===== src/inc/ssbm_pkg.sv =====
/*
  Package for the safety supervision block: bandgap monitor and analog
  comparator self-test. Shared by the device end and the host end.
  Assumes one 250 MHz control clock on both ends.
*/
`default_nettype none
package ssbm_pkg;
  // ****************
  // sizes
  // ****************
  localparam int NUM_BUCK   = 7;
  localparam int NUM_LINEAR = 4;
  localparam int NUM_COMP   = 2 * (NUM_BUCK + NUM_LINEAR);
  // ****************
  // mismatch window, percent
  // ****************
  localparam logic [7:0] MISMATCH_MIN_PCT = 8'h04;
  localparam logic [7:0] MISMATCH_MAX_PCT = 8'h0C;
  // ****************
  // timing
  // ****************
  localparam int CLK_PERIOD_NS   = 4;
  localparam int BLANK_MAX_US    = 200;
  localparam int BLANK_MAX_CYC   = (BLANK_MAX_US * 1000) / CLK_PERIOD_NS;
  localparam int TOGGLE_WAIT_CYC = 4;
  // ****************
  // reset values
  // ****************
  localparam logic [NUM_BUCK-1:0]   BUCK_RES_RST   = 7'h00;
  localparam logic [NUM_LINEAR-1:0] LINEAR_RES_RST = 4'h0;

  typedef enum logic [1:0] {
    SSBM_ST_IDLE  = 2'b00,
    SSBM_ST_FORCE = 2'b01,
    SSBM_ST_CHECK = 2'b10,
    SSBM_ST_DONE  = 2'b11
  } ssbm_state_t;

  typedef enum logic [1:0] {
    SSBM_OP_NONE     = 2'b00,
    SSBM_OP_RUN      = 2'b01,
    SSBM_OP_CLEAR    = 2'b10,
    SSBM_OP_IRQ_CLR  = 2'b11
  } ssbm_op_t;
endpackage
`default_nettype wire


===== src/inc/ssbm_if.sv =====
/*
  Interface joining host and device ends: a simple command strobe with a
  secure qualifier, and the device's result and status words.
  Assumes both ends share clk.
*/
`timescale 1ns/1ns
`default_nettype none
interface ssbm_if;
  import ssbm_pkg::*;
  logic                  cmd_valid;
  ssbm_op_t              cmd_op;
  logic                  cmd_secure;
  logic                  irq_mask;
  logic                  run_busy;
  logic                  irq_flag;
  logic                  fault_state;
  logic [NUM_BUCK-1:0]   buck_ov_res;
  logic [NUM_LINEAR-1:0] linear_ov_res;
  logic [NUM_BUCK-1:0]   buck_uv_res;
  logic [NUM_LINEAR-1:0] linear_uv_res;
  modport device (input cmd_valid, cmd_op, cmd_secure, irq_mask,
                  output run_busy, irq_flag, fault_state,
                  buck_ov_res, linear_ov_res, buck_uv_res, linear_uv_res);
  modport host   (output cmd_valid, cmd_op, cmd_secure, irq_mask,
                  input run_busy, irq_flag, fault_state,
                  buck_ov_res, linear_ov_res, buck_uv_res, linear_uv_res);
endinterface
`default_nettype wire


===== src/rtl/ssbm_device.sv =====
/*
  Device end: bandgap mismatch supervision and the comparator self-test
  sequencer with its four result words.
  Assumes the analog side reports mismatch percent and comparator levels
  synchronous to clk, and answers a forced test level within
  TOGGLE_WAIT_CYC cycles.
*/
// Overview of operation
// 4 to 12 percent mismatch is critical
// critical mismatch keeps switchers from starting
// mismatch at power-up fails test, blocks
// running, bypass 0: drift shuts power stages
// running, bypass 1: drift only interrupts
// bandgap fault flag set unless masked
// fault state tracks present mismatch
// self-test exercises every OV and UV comparator
// non-toggling comparator sets rail warning bit
// four result words, one bit per rail
// each run overwrites all result words
// secure mode rejects ordinary result clears
// power-up continues whatever the results
// run request starts test, self-clears
// host uses secure write to run
// on-demand blanking at most 200 us
// host ensures safe state before run
// on-demand failures set result flags
// host checks results after each run
// run request ignored while busy
// fault flag sticky until host clears
`timescale 1ns/1ns
`default_nettype none
module ssbm_device
(
  input  wire logic                            clk,
  input  wire logic                            reset_n,
  input  wire logic                            clk_en,
  ssbm_if.device                               bus,
  input  wire logic [7:0]                      mismatch_pct,
  input  wire logic                            bandgap_monitor_bypass,
  input  wire logic                            secure_write_enable,
  input  wire logic                            powerup_request,
  input  wire logic                            system_on,
  input  wire logic [ssbm_pkg::NUM_COMP-1:0]   comparator_level,
  output logic      [ssbm_pkg::NUM_COMP-1:0]   comparator_force,
  output logic                                 monitor_blank,
  output logic                                 regulator_start_enable,
  output logic                                 power_stage_shutdown,
  output logic                                 powerup_selftest_fail,
  output logic                                 powerup_done
);
  import ssbm_pkg::*;

  // ****************
  // bandgap supervision
  // ****************
  logic        critical;
  logic        state_reg;
  logic        irq_reg;
  logic        shutdown_reg;
  logic        pu_fail_reg;
  logic        pu_done_reg;
  logic        on_demand_reg;
  ssbm_state_t state_reg_fsm;

  assign critical = (mismatch_pct >= MISMATCH_MIN_PCT)
                 && (mismatch_pct <= MISMATCH_MAX_PCT);

  always_ff @(posedge clk or negedge reset_n) begin
    if (!reset_n) begin
      state_reg <= 1'b0;
    end else if (clk_en) begin
      state_reg <= critical;
    end
  end

  logic irq_clear;
  assign irq_clear = bus.cmd_valid && (bus.cmd_op == SSBM_OP_IRQ_CLR);

  always_ff @(posedge clk or negedge reset_n) begin
    if (!reset_n) begin
      irq_reg <= 1'b0;
    end else if (clk_en) begin
      // set wins over a clear in the same cycle
      if (critical && !bus.irq_mask) begin
        irq_reg <= 1'b1;
      end else if (irq_clear) begin
        irq_reg <= 1'b0;
      end
    end
  end

  // shutdown latches: stages stay off until reset
  always_ff @(posedge clk or negedge reset_n) begin
    if (!reset_n) begin
      shutdown_reg <= 1'b0;
    end else if (clk_en && system_on && critical && !bandgap_monitor_bypass) begin
      shutdown_reg <= 1'b1;
    end
  end

  // ****************
  // self-test sequencer
  // ****************
  logic [NUM_COMP-1:0] fail_reg;
  logic [NUM_COMP-1:0] base_reg;
  logic [15:0]         wait_reg;
  logic [17:0]         blank_cnt_reg;
  logic                run_req;
  logic                res_clear;

  assign run_req = bus.cmd_valid && (bus.cmd_op == SSBM_OP_RUN)
                && (bus.cmd_secure || !secure_write_enable)
                && system_on && (state_reg_fsm == SSBM_ST_IDLE);
  assign res_clear = bus.cmd_valid && (bus.cmd_op == SSBM_OP_CLEAR)
                  && (bus.cmd_secure || !secure_write_enable);

  always_ff @(posedge clk or negedge reset_n) begin
    if (!reset_n) begin
      state_reg_fsm <= SSBM_ST_IDLE;
      on_demand_reg <= 1'b0;
      wait_reg      <= 16'h0000;
      base_reg      <= '0;
    end else if (clk_en) begin
      unique case (state_reg_fsm)
        SSBM_ST_IDLE: begin
          if (powerup_request && !pu_done_reg && !pu_fail_reg) begin
            on_demand_reg <= 1'b0;
            base_reg      <= comparator_level;
            wait_reg      <= 16'h0000;
            state_reg_fsm <= SSBM_ST_FORCE;
          end else if (run_req) begin
            on_demand_reg <= 1'b1;
            base_reg      <= comparator_level;
            wait_reg      <= 16'h0000;
            state_reg_fsm <= SSBM_ST_FORCE;
          end
        end
        SSBM_ST_FORCE: begin
          wait_reg <= wait_reg + 16'h0001;
          if (wait_reg == 16'(TOGGLE_WAIT_CYC - 1)) begin
            state_reg_fsm <= SSBM_ST_CHECK;
          end
        end
        SSBM_ST_CHECK: begin
          state_reg_fsm <= SSBM_ST_DONE;
        end
        SSBM_ST_DONE: begin
          state_reg_fsm <= SSBM_ST_IDLE;
        end
      endcase
    end
  end

  // every comparator driven to the opposite level at once
  assign comparator_force = (state_reg_fsm == SSBM_ST_FORCE
                          || state_reg_fsm == SSBM_ST_CHECK) ? ~base_reg : '0;

  always_ff @(posedge clk or negedge reset_n) begin
    if (!reset_n) begin
      fail_reg <= {LINEAR_RES_RST, BUCK_RES_RST, LINEAR_RES_RST, BUCK_RES_RST};
    end else if (clk_en) begin
      if (state_reg_fsm == SSBM_ST_CHECK) begin
        fail_reg <= ~(comparator_level ^ base_reg);
      end else if (res_clear && state_reg_fsm == SSBM_ST_IDLE) begin
        fail_reg <= '0;
      end
    end
  end

  // result words: buck OV, linear OV, buck UV, linear UV
  assign bus.buck_ov_res   = fail_reg[NUM_BUCK-1:0];
  assign bus.linear_ov_res = fail_reg[NUM_BUCK+NUM_LINEAR-1:NUM_BUCK];
  assign bus.buck_uv_res   = fail_reg[2*NUM_BUCK+NUM_LINEAR-1:NUM_BUCK+NUM_LINEAR];
  assign bus.linear_uv_res = fail_reg[NUM_COMP-1:2*NUM_BUCK+NUM_LINEAR];

  // blanking guard: the sequence is far shorter, counter only proves the ceiling
  always_ff @(posedge clk or negedge reset_n) begin
    if (!reset_n) begin
      blank_cnt_reg <= 18'h00000;
    end else if (clk_en) begin
      if (state_reg_fsm == SSBM_ST_IDLE) begin
        blank_cnt_reg <= 18'h00000;
      end else if (blank_cnt_reg != 18'(BLANK_MAX_CYC)) begin
        blank_cnt_reg <= blank_cnt_reg + 18'h00001;
      end
    end
  end
  assign monitor_blank = on_demand_reg && (state_reg_fsm != SSBM_ST_IDLE)
                      && (blank_cnt_reg != 18'(BLANK_MAX_CYC));

  // ****************
  // power-up outcome
  // ****************
  always_ff @(posedge clk or negedge reset_n) begin
    if (!reset_n) begin
      pu_fail_reg <= 1'b0;
      pu_done_reg <= 1'b0;
    end else if (clk_en) begin
      if (!on_demand_reg && state_reg_fsm != SSBM_ST_IDLE && critical) begin
        pu_fail_reg <= 1'b1;
      end
      if (!on_demand_reg && state_reg_fsm == SSBM_ST_DONE && !critical && !pu_fail_reg) begin
        pu_done_reg <= 1'b1;
      end
    end
  end

  assign regulator_start_enable = pu_done_reg && !critical && !pu_fail_reg;
  assign power_stage_shutdown   = shutdown_reg;
  assign powerup_selftest_fail  = pu_fail_reg;
  assign powerup_done           = pu_done_reg;
  assign bus.run_busy           = (state_reg_fsm != SSBM_ST_IDLE) && on_demand_reg;
  assign bus.irq_flag           = irq_reg;
  assign bus.fault_state        = state_reg;
endmodule
`default_nettype wire


===== src/flat_wrapper.sv =====
// flat-port wrapper written by rule: the top's interface ports become plain ports
module ssbm_device_flat import ssbm_pkg::*;
  (clk, reset_n, clk_en, mismatch_pct, bandgap_monitor_bypass, secure_write_enable, powerup_request, system_on, comparator_level, comparator_force, monitor_blank, regulator_start_enable, power_stage_shutdown, powerup_selftest_fail, powerup_done, bus_cmd_valid, bus_cmd_op, bus_cmd_secure, bus_irq_mask, bus_run_busy, bus_irq_flag, bus_fault_state, bus_buck_ov_res, bus_linear_ov_res, bus_buck_uv_res, bus_linear_uv_res);
  ssbm_if bus_i ();
  input  wire logic clk;
  input  wire logic reset_n;
  input  wire logic clk_en;
  input  wire logic [7:0] mismatch_pct;
  input  wire logic bandgap_monitor_bypass;
  input  wire logic secure_write_enable;
  input  wire logic powerup_request;
  input  wire logic system_on;
  input  wire logic [ssbm_pkg::NUM_COMP-1:0] comparator_level;
  output logic      [ssbm_pkg::NUM_COMP-1:0] comparator_force;
  output logic monitor_blank;
  output logic regulator_start_enable;
  output logic power_stage_shutdown;
  output logic powerup_selftest_fail;
  output logic powerup_done;
  input wire logic [$bits(bus_i.cmd_valid)-1:0] bus_cmd_valid;
  input wire logic [$bits(bus_i.cmd_op)-1:0] bus_cmd_op;
  input wire logic [$bits(bus_i.cmd_secure)-1:0] bus_cmd_secure;
  input wire logic [$bits(bus_i.irq_mask)-1:0] bus_irq_mask;
  output wire logic [$bits(bus_i.run_busy)-1:0] bus_run_busy;
  output wire logic [$bits(bus_i.irq_flag)-1:0] bus_irq_flag;
  output wire logic [$bits(bus_i.fault_state)-1:0] bus_fault_state;
  output wire logic [$bits(bus_i.buck_ov_res)-1:0] bus_buck_ov_res;
  output wire logic [$bits(bus_i.linear_ov_res)-1:0] bus_linear_ov_res;
  output wire logic [$bits(bus_i.buck_uv_res)-1:0] bus_buck_uv_res;
  output wire logic [$bits(bus_i.linear_uv_res)-1:0] bus_linear_uv_res;
  assign bus_i.cmd_valid = bus_cmd_valid;
  assign bus_i.cmd_op = bus_cmd_op;
  assign bus_i.cmd_secure = bus_cmd_secure;
  assign bus_i.irq_mask = bus_irq_mask;
  assign bus_run_busy = bus_i.run_busy;
  assign bus_irq_flag = bus_i.irq_flag;
  assign bus_fault_state = bus_i.fault_state;
  assign bus_buck_ov_res = bus_i.buck_ov_res;
  assign bus_linear_ov_res = bus_i.linear_ov_res;
  assign bus_buck_uv_res = bus_i.buck_uv_res;
  assign bus_linear_uv_res = bus_i.linear_uv_res;
  ssbm_device u_core (.clk(clk), .reset_n(reset_n), .clk_en(clk_en), .bus(bus_i), .mismatch_pct(mismatch_pct), .bandgap_monitor_bypass(bandgap_monitor_bypass), .secure_write_enable(secure_write_enable), .powerup_request(powerup_request), .system_on(system_on), .comparator_level(comparator_level), .comparator_force(comparator_force), .monitor_blank(monitor_blank), .regulator_start_enable(regulator_start_enable), .power_stage_shutdown(power_stage_shutdown), .powerup_selftest_fail(powerup_selftest_fail), .powerup_done(powerup_done));
endmodule

===== config.mk =====
export PLATFORM = sky130hd
export DESIGN_NAME = ssbm_device_flat
export DESIGN_NICKNAME = d
export VERILOG_FILES = /design/src/inc/ssbm_pkg.sv /design/src/inc/ssbm_if.sv /design/src/rtl/ssbm_device.sv /design/src/flat_wrapper.sv
export SDC_FILE = /design/constraint.sdc
export NUM_CORES = 1
export LEC_CHECK = 0
export ABC_AREA = 1
export BUFFER_PORTS_ARGS = -buffer_cell sky130_fd_sc_hd__buf_2
export CAP_MARGIN = 15
export CORE_MARGIN = 5
export CORE_UTILIZATION = 35
export CTS_CLUSTER_SIZE = 40
export DETAILED_ROUTE_END_ITERATION = 6
export HOLD_SLACK_MARGIN = 0.12
export SLEW_MARGIN = 20
export SYNTH_ARGS = -nofsm -noshare
export SYNTH_HDL_FRONTEND = slang
export SYNTH_SLANG_ARGS = --single-unit

===== constraint.sdc =====
create_clock -name clk -period 3.17 [get_ports clk]
set_clock_uncertainty 0.15 [all_clocks]
set_input_delay 0.4755 -clock clk [delete_from_list [all_inputs] [get_ports clk]]
set_output_delay 0.4755 -clock clk [all_outputs]
set_load 0.01 [all_outputs]

==> summary.txt, run 1 <==
DRT antenna net count -> 0
Pre-CTS WS -> 0.771 ns
CP required -> 2.54 ns
Starting Density -> 35.2%
Worst-case reg-to-reg path depth -> 10
Shortest period the worst path allows -> 2.70 ns
DR pass1 iterations -> 6
Unrepaired setup endpoints after global routing -> no
Area growth, synth to finish -> 19.0%
H-tree depth -> 3
Synth Cell Area -> 4830 um2
Top cell type by total area after synthesis -> dfrtp_1
Post-synth cell types -> 33
#FFs+latches synth -> 86
Core Region -> 13700 um2
Least-Margin Pin Slew -> 0.759 ns
Top Ports -> 94
Share of cells above drive strength 1 -> 19.5%
R2r endpoint -> u_core.fail_reg[6]$_DFFE_PN0P_
Clk Latency, worst-skew pair -> 0.34 ns
Slew headroom -> 49.4%
Share of the synthesized area in the top cell type -> 44.5%
Crit end category -> primary output
Fin crit share -> 85.2%
Status -> complete, no violations
Residual DRC -> 0
Max VDD drop -> 0.561 mV
GR Overflow Total -> 0
Fin worst setup slack -> 0.470 ns
Avg Cell Area, Syn -> 7.45 um2
Diode count -> 0
CTS tree -> yes
Die Span X -> 128 um
CTS resizes -> 0
Root Driver -> clkbuf_16
Via density -> 4.63
Max incr delay on CP -> 0.56 ns
Hold-fix buffers, CTS -> 1
Max Clk Rate -> 370 MHz
Hold_sp -> bus_irq_mask
R2R setup slack -> 0.82 ns
Final setup vio count -> 0
Drt total wl -> 11700 um
CTS max path bufs -> 2
Most used DFF post-synth -> dfrtp_1
DIE HEIGHT -> 128 um
Hold path cells -> 2
Total power -> 4.65 mW
Cell mode on critical path -> inv_1
CP max stage cell -> inv_1
LEAKAGE -> 2.93 nW
Most frequent cells after synthesis -> nand2_1 (158), dfrtp_1 (86), nor2_1 (84)
CP startpoint kind -> register
Ys Warns -> 0
Pin count of the biggest net entering global routing -> 58
Clock transition at path regs -> 0.06 ns
Crit-path max FO -> 20
First DRT Iteration DRCs -> 165
DPL Wire Length -> 8300 um
Postcts setup bufs -> 0
First-pass GRT wire length -> 19800 um
Synth area leaders -> dfrtp_1 (45%), nand2_1 (12%), o21ai_0 (7.5%), nor2_1 (6.5%), inv_1 (5.7%)
Global-route usage over all layers -> 14.8%
Final hold vios -> 0
GP Congestion -> 0.845
Hold Crit Class -> primary input to register
CP cell instances -> inv_1, ha_1, inv_1, buf_4, nor2_1, buf_2
Max-Cap Viols -> 0
Mapped Nets -> 698
WS Path Type -> register to primary output
WHS Endpoint -> u_core.bus.irq_flag$_DFFE_PN0P_
PortBufs -> 93
Post-layout nets -> 791
Vias in the first global route -> 4136
Total number of vias -> 4294
FP Rows -> 43
Cts bufs inserted -> 9
Drt wl/cell -> 12.6 um
Arrival @ worst endpoint -> 2.07 ns
Die Area -> 16300 um2
Max-slew violation count -> 0
Antenna violations before repair -> 0
Pwr/cell area -> 807 nW/um2
Clk sink count -> 86
Gate Count Post-Synth -> 649
Register area share after synthesis -> 44.5%
Post-synth EDFFs -> 0
FFs w/ async S/R, synth -> 100%
Most common cell in the netlist -> nand2_1
Hold slack -> 0.157 ns
Reg2reg start -> u_core.state_reg_fsm[0]$_DFFE_PN0P_
Final TNS setup -> 0 ns
## stage by stage
stage	utilization, %	area (um2)	instances
6_report	41.9	5750	927
3_5_place_dp	39.9	5470	910
2_1_floorplan	-	4830	649
4_1_cts	41.9	5750	927
3_3_place_gp	39.9	5470	910
5_1_grt	41.9	5750	927
## worst max-delay path, delay by kind of cell, from the launching register on
| family | cells | cell delay, ns |
|---|---|---|
| flops | 1 | 0.40 |
| simple gates | 1 | 0.04 |
| fa+ha+maj | 1 | 0.29 |
| buf+inv | 4 | 1.01 |
## cells by family after synthesis
group / share of synthesized area, %
buf+inv: 8.51
simple gates: 27.7
fa+ha+maj: 1.81
flops: 44.5
compound gates: 15.3
xor+xnor: 2.17
## metal layers
metal | share of wire (%) | track usage (%) | vias to the layer above
met3 | 6.1 | 4.64 | 7
met4 | 0.70 | 2.84 | 0
met5 | 0 | 0 | -
li1 | - | - | 2266
met1 | 49 | 20.5 | 1922
met2 | 44 | 23.0 | 99
## worst max path at each step
stage                                       to                           startpoint  cells after the start
5_1_grt                   comparator_force[20]  u_core.state_reg_fsm[0]$_DFFE_PN0P_                      6
4_1_cts                   comparator_force[20]  u_core.state_reg_fsm[0]$_DFFE_PN0P_                      6
3_5_place_dp              comparator_force[20]  u_core.state_reg_fsm[0]$_DFFE_PN0P_                      6
6_report                  comparator_force[20]  u_core.state_reg_fsm[0]$_DFFE_PN0P_                      6
2_1_floorplan  u_core.base_reg[12]$_DFFE_PN0P_  u_core.state_reg_fsm[0]$_DFFE_PN0P_                      9
3_3_place_gp              comparator_force[20]  u_core.state_reg_fsm[0]$_DFFE_PN0P_                      6
## cell type report
cell class,instances,area (um2)
Sequential cell,86,2150
Tap cell,180,225
Fill cell,1452,7970
Inverter,76,288
Multi-Input combinational cell,468,2270
Clock inverter,6,46.3
Clock buffer,10,229
Timing Repair Buffer,101,543
## cell usage in the layout, fill, tap and decap left out, types with 4 or more instances in the layout
| cell type | netlist | routed |
|---|---|---|
| nand2_1 | 158 | 158 |
| ha_1 | 7 | 7 |
| inv_1 | 73 | 73 |
| nor3_1 | 12 | 12 |
| o21ai_0 | 72 | 72 |
| clkbuf_16 | 0 | 9 |
| nand4_1 | 10 | 10 |
| o21ai_1 | 8 | 8 |
| buf_2 | 3 | 92 |
| a21oi_2 | 16 | 16 |
| xor2_1 | 11 | 11 |
| buf_4 | 1 | 7 |
| a21oi_1 | 29 | 29 |
| nor2_1 | 84 | 84 |
| nand3_1 | 41 | 41 |
| nand2_2 | 4 | 4 |
| dfrtp_1 | 86 | 86 |
## report_power, final
| group | switching, mW | internal (mW) |
|---|---|---|
| logic | 1.17 | 0.701 |
| registers | 0.316 | 1.46 |
| clock network | 0.466 | 0.537 |
| total | 1.95 | 2.70 |
No activity file was read; power rests on OpenSTA's default activity.
==> inputs of run 2 (changes only) <==
--- a/config.mk
+++ b/config.mk
@@ -10,6 +10,7 @@
 export CAP_MARGIN = 15
 export CORE_MARGIN = 5
 export CORE_UTILIZATION = 35
+export CTS_BUF_LIST = sky130_fd_sc_hd__clkbuf_2
 export CTS_CLUSTER_SIZE = 40
 export DETAILED_ROUTE_END_ITERATION = 6
 export HOLD_SLACK_MARGIN = 0.12
==> summary.txt, run 2 (same netlist as run 1, synthesis figures left out) <==
Status -> complete, no violations
Post-layout nets -> 821 (+3.8%)
Inst Count DP -> 910 (unchanged)
Area growth, synth to finish -> 21.5%
Max-slew violation count -> 0 (unchanged)
Pwr/cell area -> 721 nW/um2 (-11%)
Clk Latency, worst-skew pair -> 0.58 ns (+0.24 ns)
Non-filler instance count after layout -> 957 (+3.2%)
GR Overflow Total -> 0 (unchanged)
Max incr delay on CP -> 0.45 ns (-0.11 ns)
Drt wl/cell -> 12.6 um (+0.29%)
Total number of vias -> 4449 (+3.6%)
Die Span X -> 128 um (unchanged)
Least-Margin Pin Slew -> 0.693 ns (-0.0660 ns)
Global-route usage over all layers -> 15.3% (+0.50 points)
Hold Crit Class -> primary input to async pin
CP bufs+invs -> 3 (-1)
Max-Cap Viols -> 0 (unchanged)
Vias in the first global route -> 4245 (+2.6%)
Unrepaired setup endpoints after global routing -> no
DRT antenna net count -> 0 (unchanged)
Root Driver -> clkbuf_2
H-tree depth -> 3 (unchanged)
Arrival @ worst endpoint -> 2.28 ns (+0.21 ns)
GP Congestion -> 0.845 (unchanged)
Fin util -> 42.8% (+0.88 points)
Starting Density -> 35.2% (unchanged)
LEAKAGE -> 2.98 nW (+1.6%)
Crit end category -> primary output
Final hold vios -> 0 (unchanged)
Die Area -> 16300 um2 (unchanged)
Clk sink count -> 86 (unchanged)
Pin count of the biggest net entering global routing -> 58 (unchanged)
CTS tree -> yes
Cts bufs inserted -> 9 (unchanged)
CP max stage cell -> dfrtp_1
DPL Wire Length -> 8300 um (unchanged)
Share of cells above drive strength 1 -> 19.2% (-0.37 points)
First-pass GRT wire length -> 20500 um (+3.2%)
Max VDD drop -> 0.460 mV (-18%)
Drt total wl -> 12100 um (+3.5%)
Antenna violations before repair -> 0 (unchanged)
DR pass1 iterations -> 4 (-2)
Shortest period the worst path allows -> 2.91 ns (+0.207 ns)
Hold slack -> 0.177 ns (+0.0201 ns)
WS Path Type -> register to primary output
PortBufs -> 93 (unchanged)
Fin crit share -> 91.7% (+6.5 points)
Max Clk Rate -> 344 MHz (-7.1%)
Via density -> 4.65 (+0.36%)
Postcts setup bufs -> 0 (unchanged)
Diode count -> 0 (unchanged)
Clock transition at path regs -> 0.24 ns (+0.18 ns)
Most frequent cells in the layout -> nand2_1 (158), buf_2 (92), dfrtp_1 (86)
CP required -> 2.54 ns (about the same)
Most common cell after layout, fill and taps aside -> nand2_1
CP top delay family -> buffers and inverters
Core Region -> 13700 um2 (unchanged)
CP cell instances -> inv_1, ha_1, clkinvlp_2, nor2_1, buf_2
Final setup vio count -> 0 (unchanged)
Top Ports -> 94 (unchanged)
Final TNS setup -> 0 ns (unchanged)
CP startpoint kind -> register
Residual DRC -> 0 (unchanged)
Slew headroom -> 53.8% (+4.4 points)
First DRT Iteration DRCs -> 176 (+6.7%)
CTS max path bufs -> 2 (unchanged)
FP Rows -> 43 (unchanged)
Crit-path max FO -> 10 (-50%)
DIE HEIGHT -> 128 um (unchanged)
## run 2: final timing paths
check,endpoint,start,slack [ns],depth (start not counted)
max,comparator_force[14],u_core.state_reg_fsm[0]$_DFFE_PN0P_,0.26,5
max in group asynchronous,u_core.base_reg[11]$_DFFE_PN0P_,reset_n,2.06,3
min in group clk,u_core.on_demand_reg$_DFFE_PN0P_,powerup_request,0.19,4
min,u_core.blank_cnt_reg[6]$_DFFE_PN0P_,reset_n,0.18,2
min reg2reg,u_core.power_stage_shutdown$_DFFE_PN0P_,u_core.power_stage_shutdown$_DFFE_PN0P_,0.34,1
max reg2reg,u_core.fail_reg[19]$_DFFE_PN0P_,u_core.state_reg_fsm[0]$_DFFE_PN0P_,0.78,10
## run 2: area by class of cell
cell class                      instances  area [um2]
Timing Repair Buffer                  130         833
Inverter                               76         292
Timing Repair inverter                  1        5.00
Sequential cell                        86        2150
Fill cell                            1440        7850
Clock inverter                          6        46.3
Multi-Input combinational cell        468        2270
Clock buffer                           10        50.0
Tap cell                              180         225
## run 2: stage by stage
stage | setup slack (ns) | area [um2] | total power, mW
2_1_floorplan | 1.34 | 4830 | 2.93
3_3_place_gp | 0.799 | 5470 | 3.68
3_5_place_dp | 0.771 | 5470 | 3.69
4_1_cts | 0.0513 | 5870 | 4.27
5_1_grt | 0.0359 | 5870 | 4.62
6_report | 0.263 | 5870 | 4.23
## run 2: timing repair
action | in CTS | in global routing
resized for setup | 0 | 1
hold buffers | 30 | 0
hold endpoints to repair | 133 | 0
endpoints found under the setup margin | 0 | 5
## run 2: power by group
| group | switching, mW | total (mW) | leakage, nW | internal (mW) |
|---|---|---|---|---|
| clock | 0.412 | 0.524 | 0.0589 | 0.112 |
| sequential | 0.314 | 1.77 | 1.14 | 1.45 |
| combinational | 1.21 | 1.94 | 1.78 | 0.734 |
## run 2: per-layer routing
layer  vias to the layer above  global-route usage, %  part of all wire [%]
li1                       2326                      -                     -
met1                      2005                   20.7                    47
met2                       110                   24.5                    45
met3                         8                   4.43                   6.3
met4                         0                   3.22                  0.80
met5                         -                      0                     0
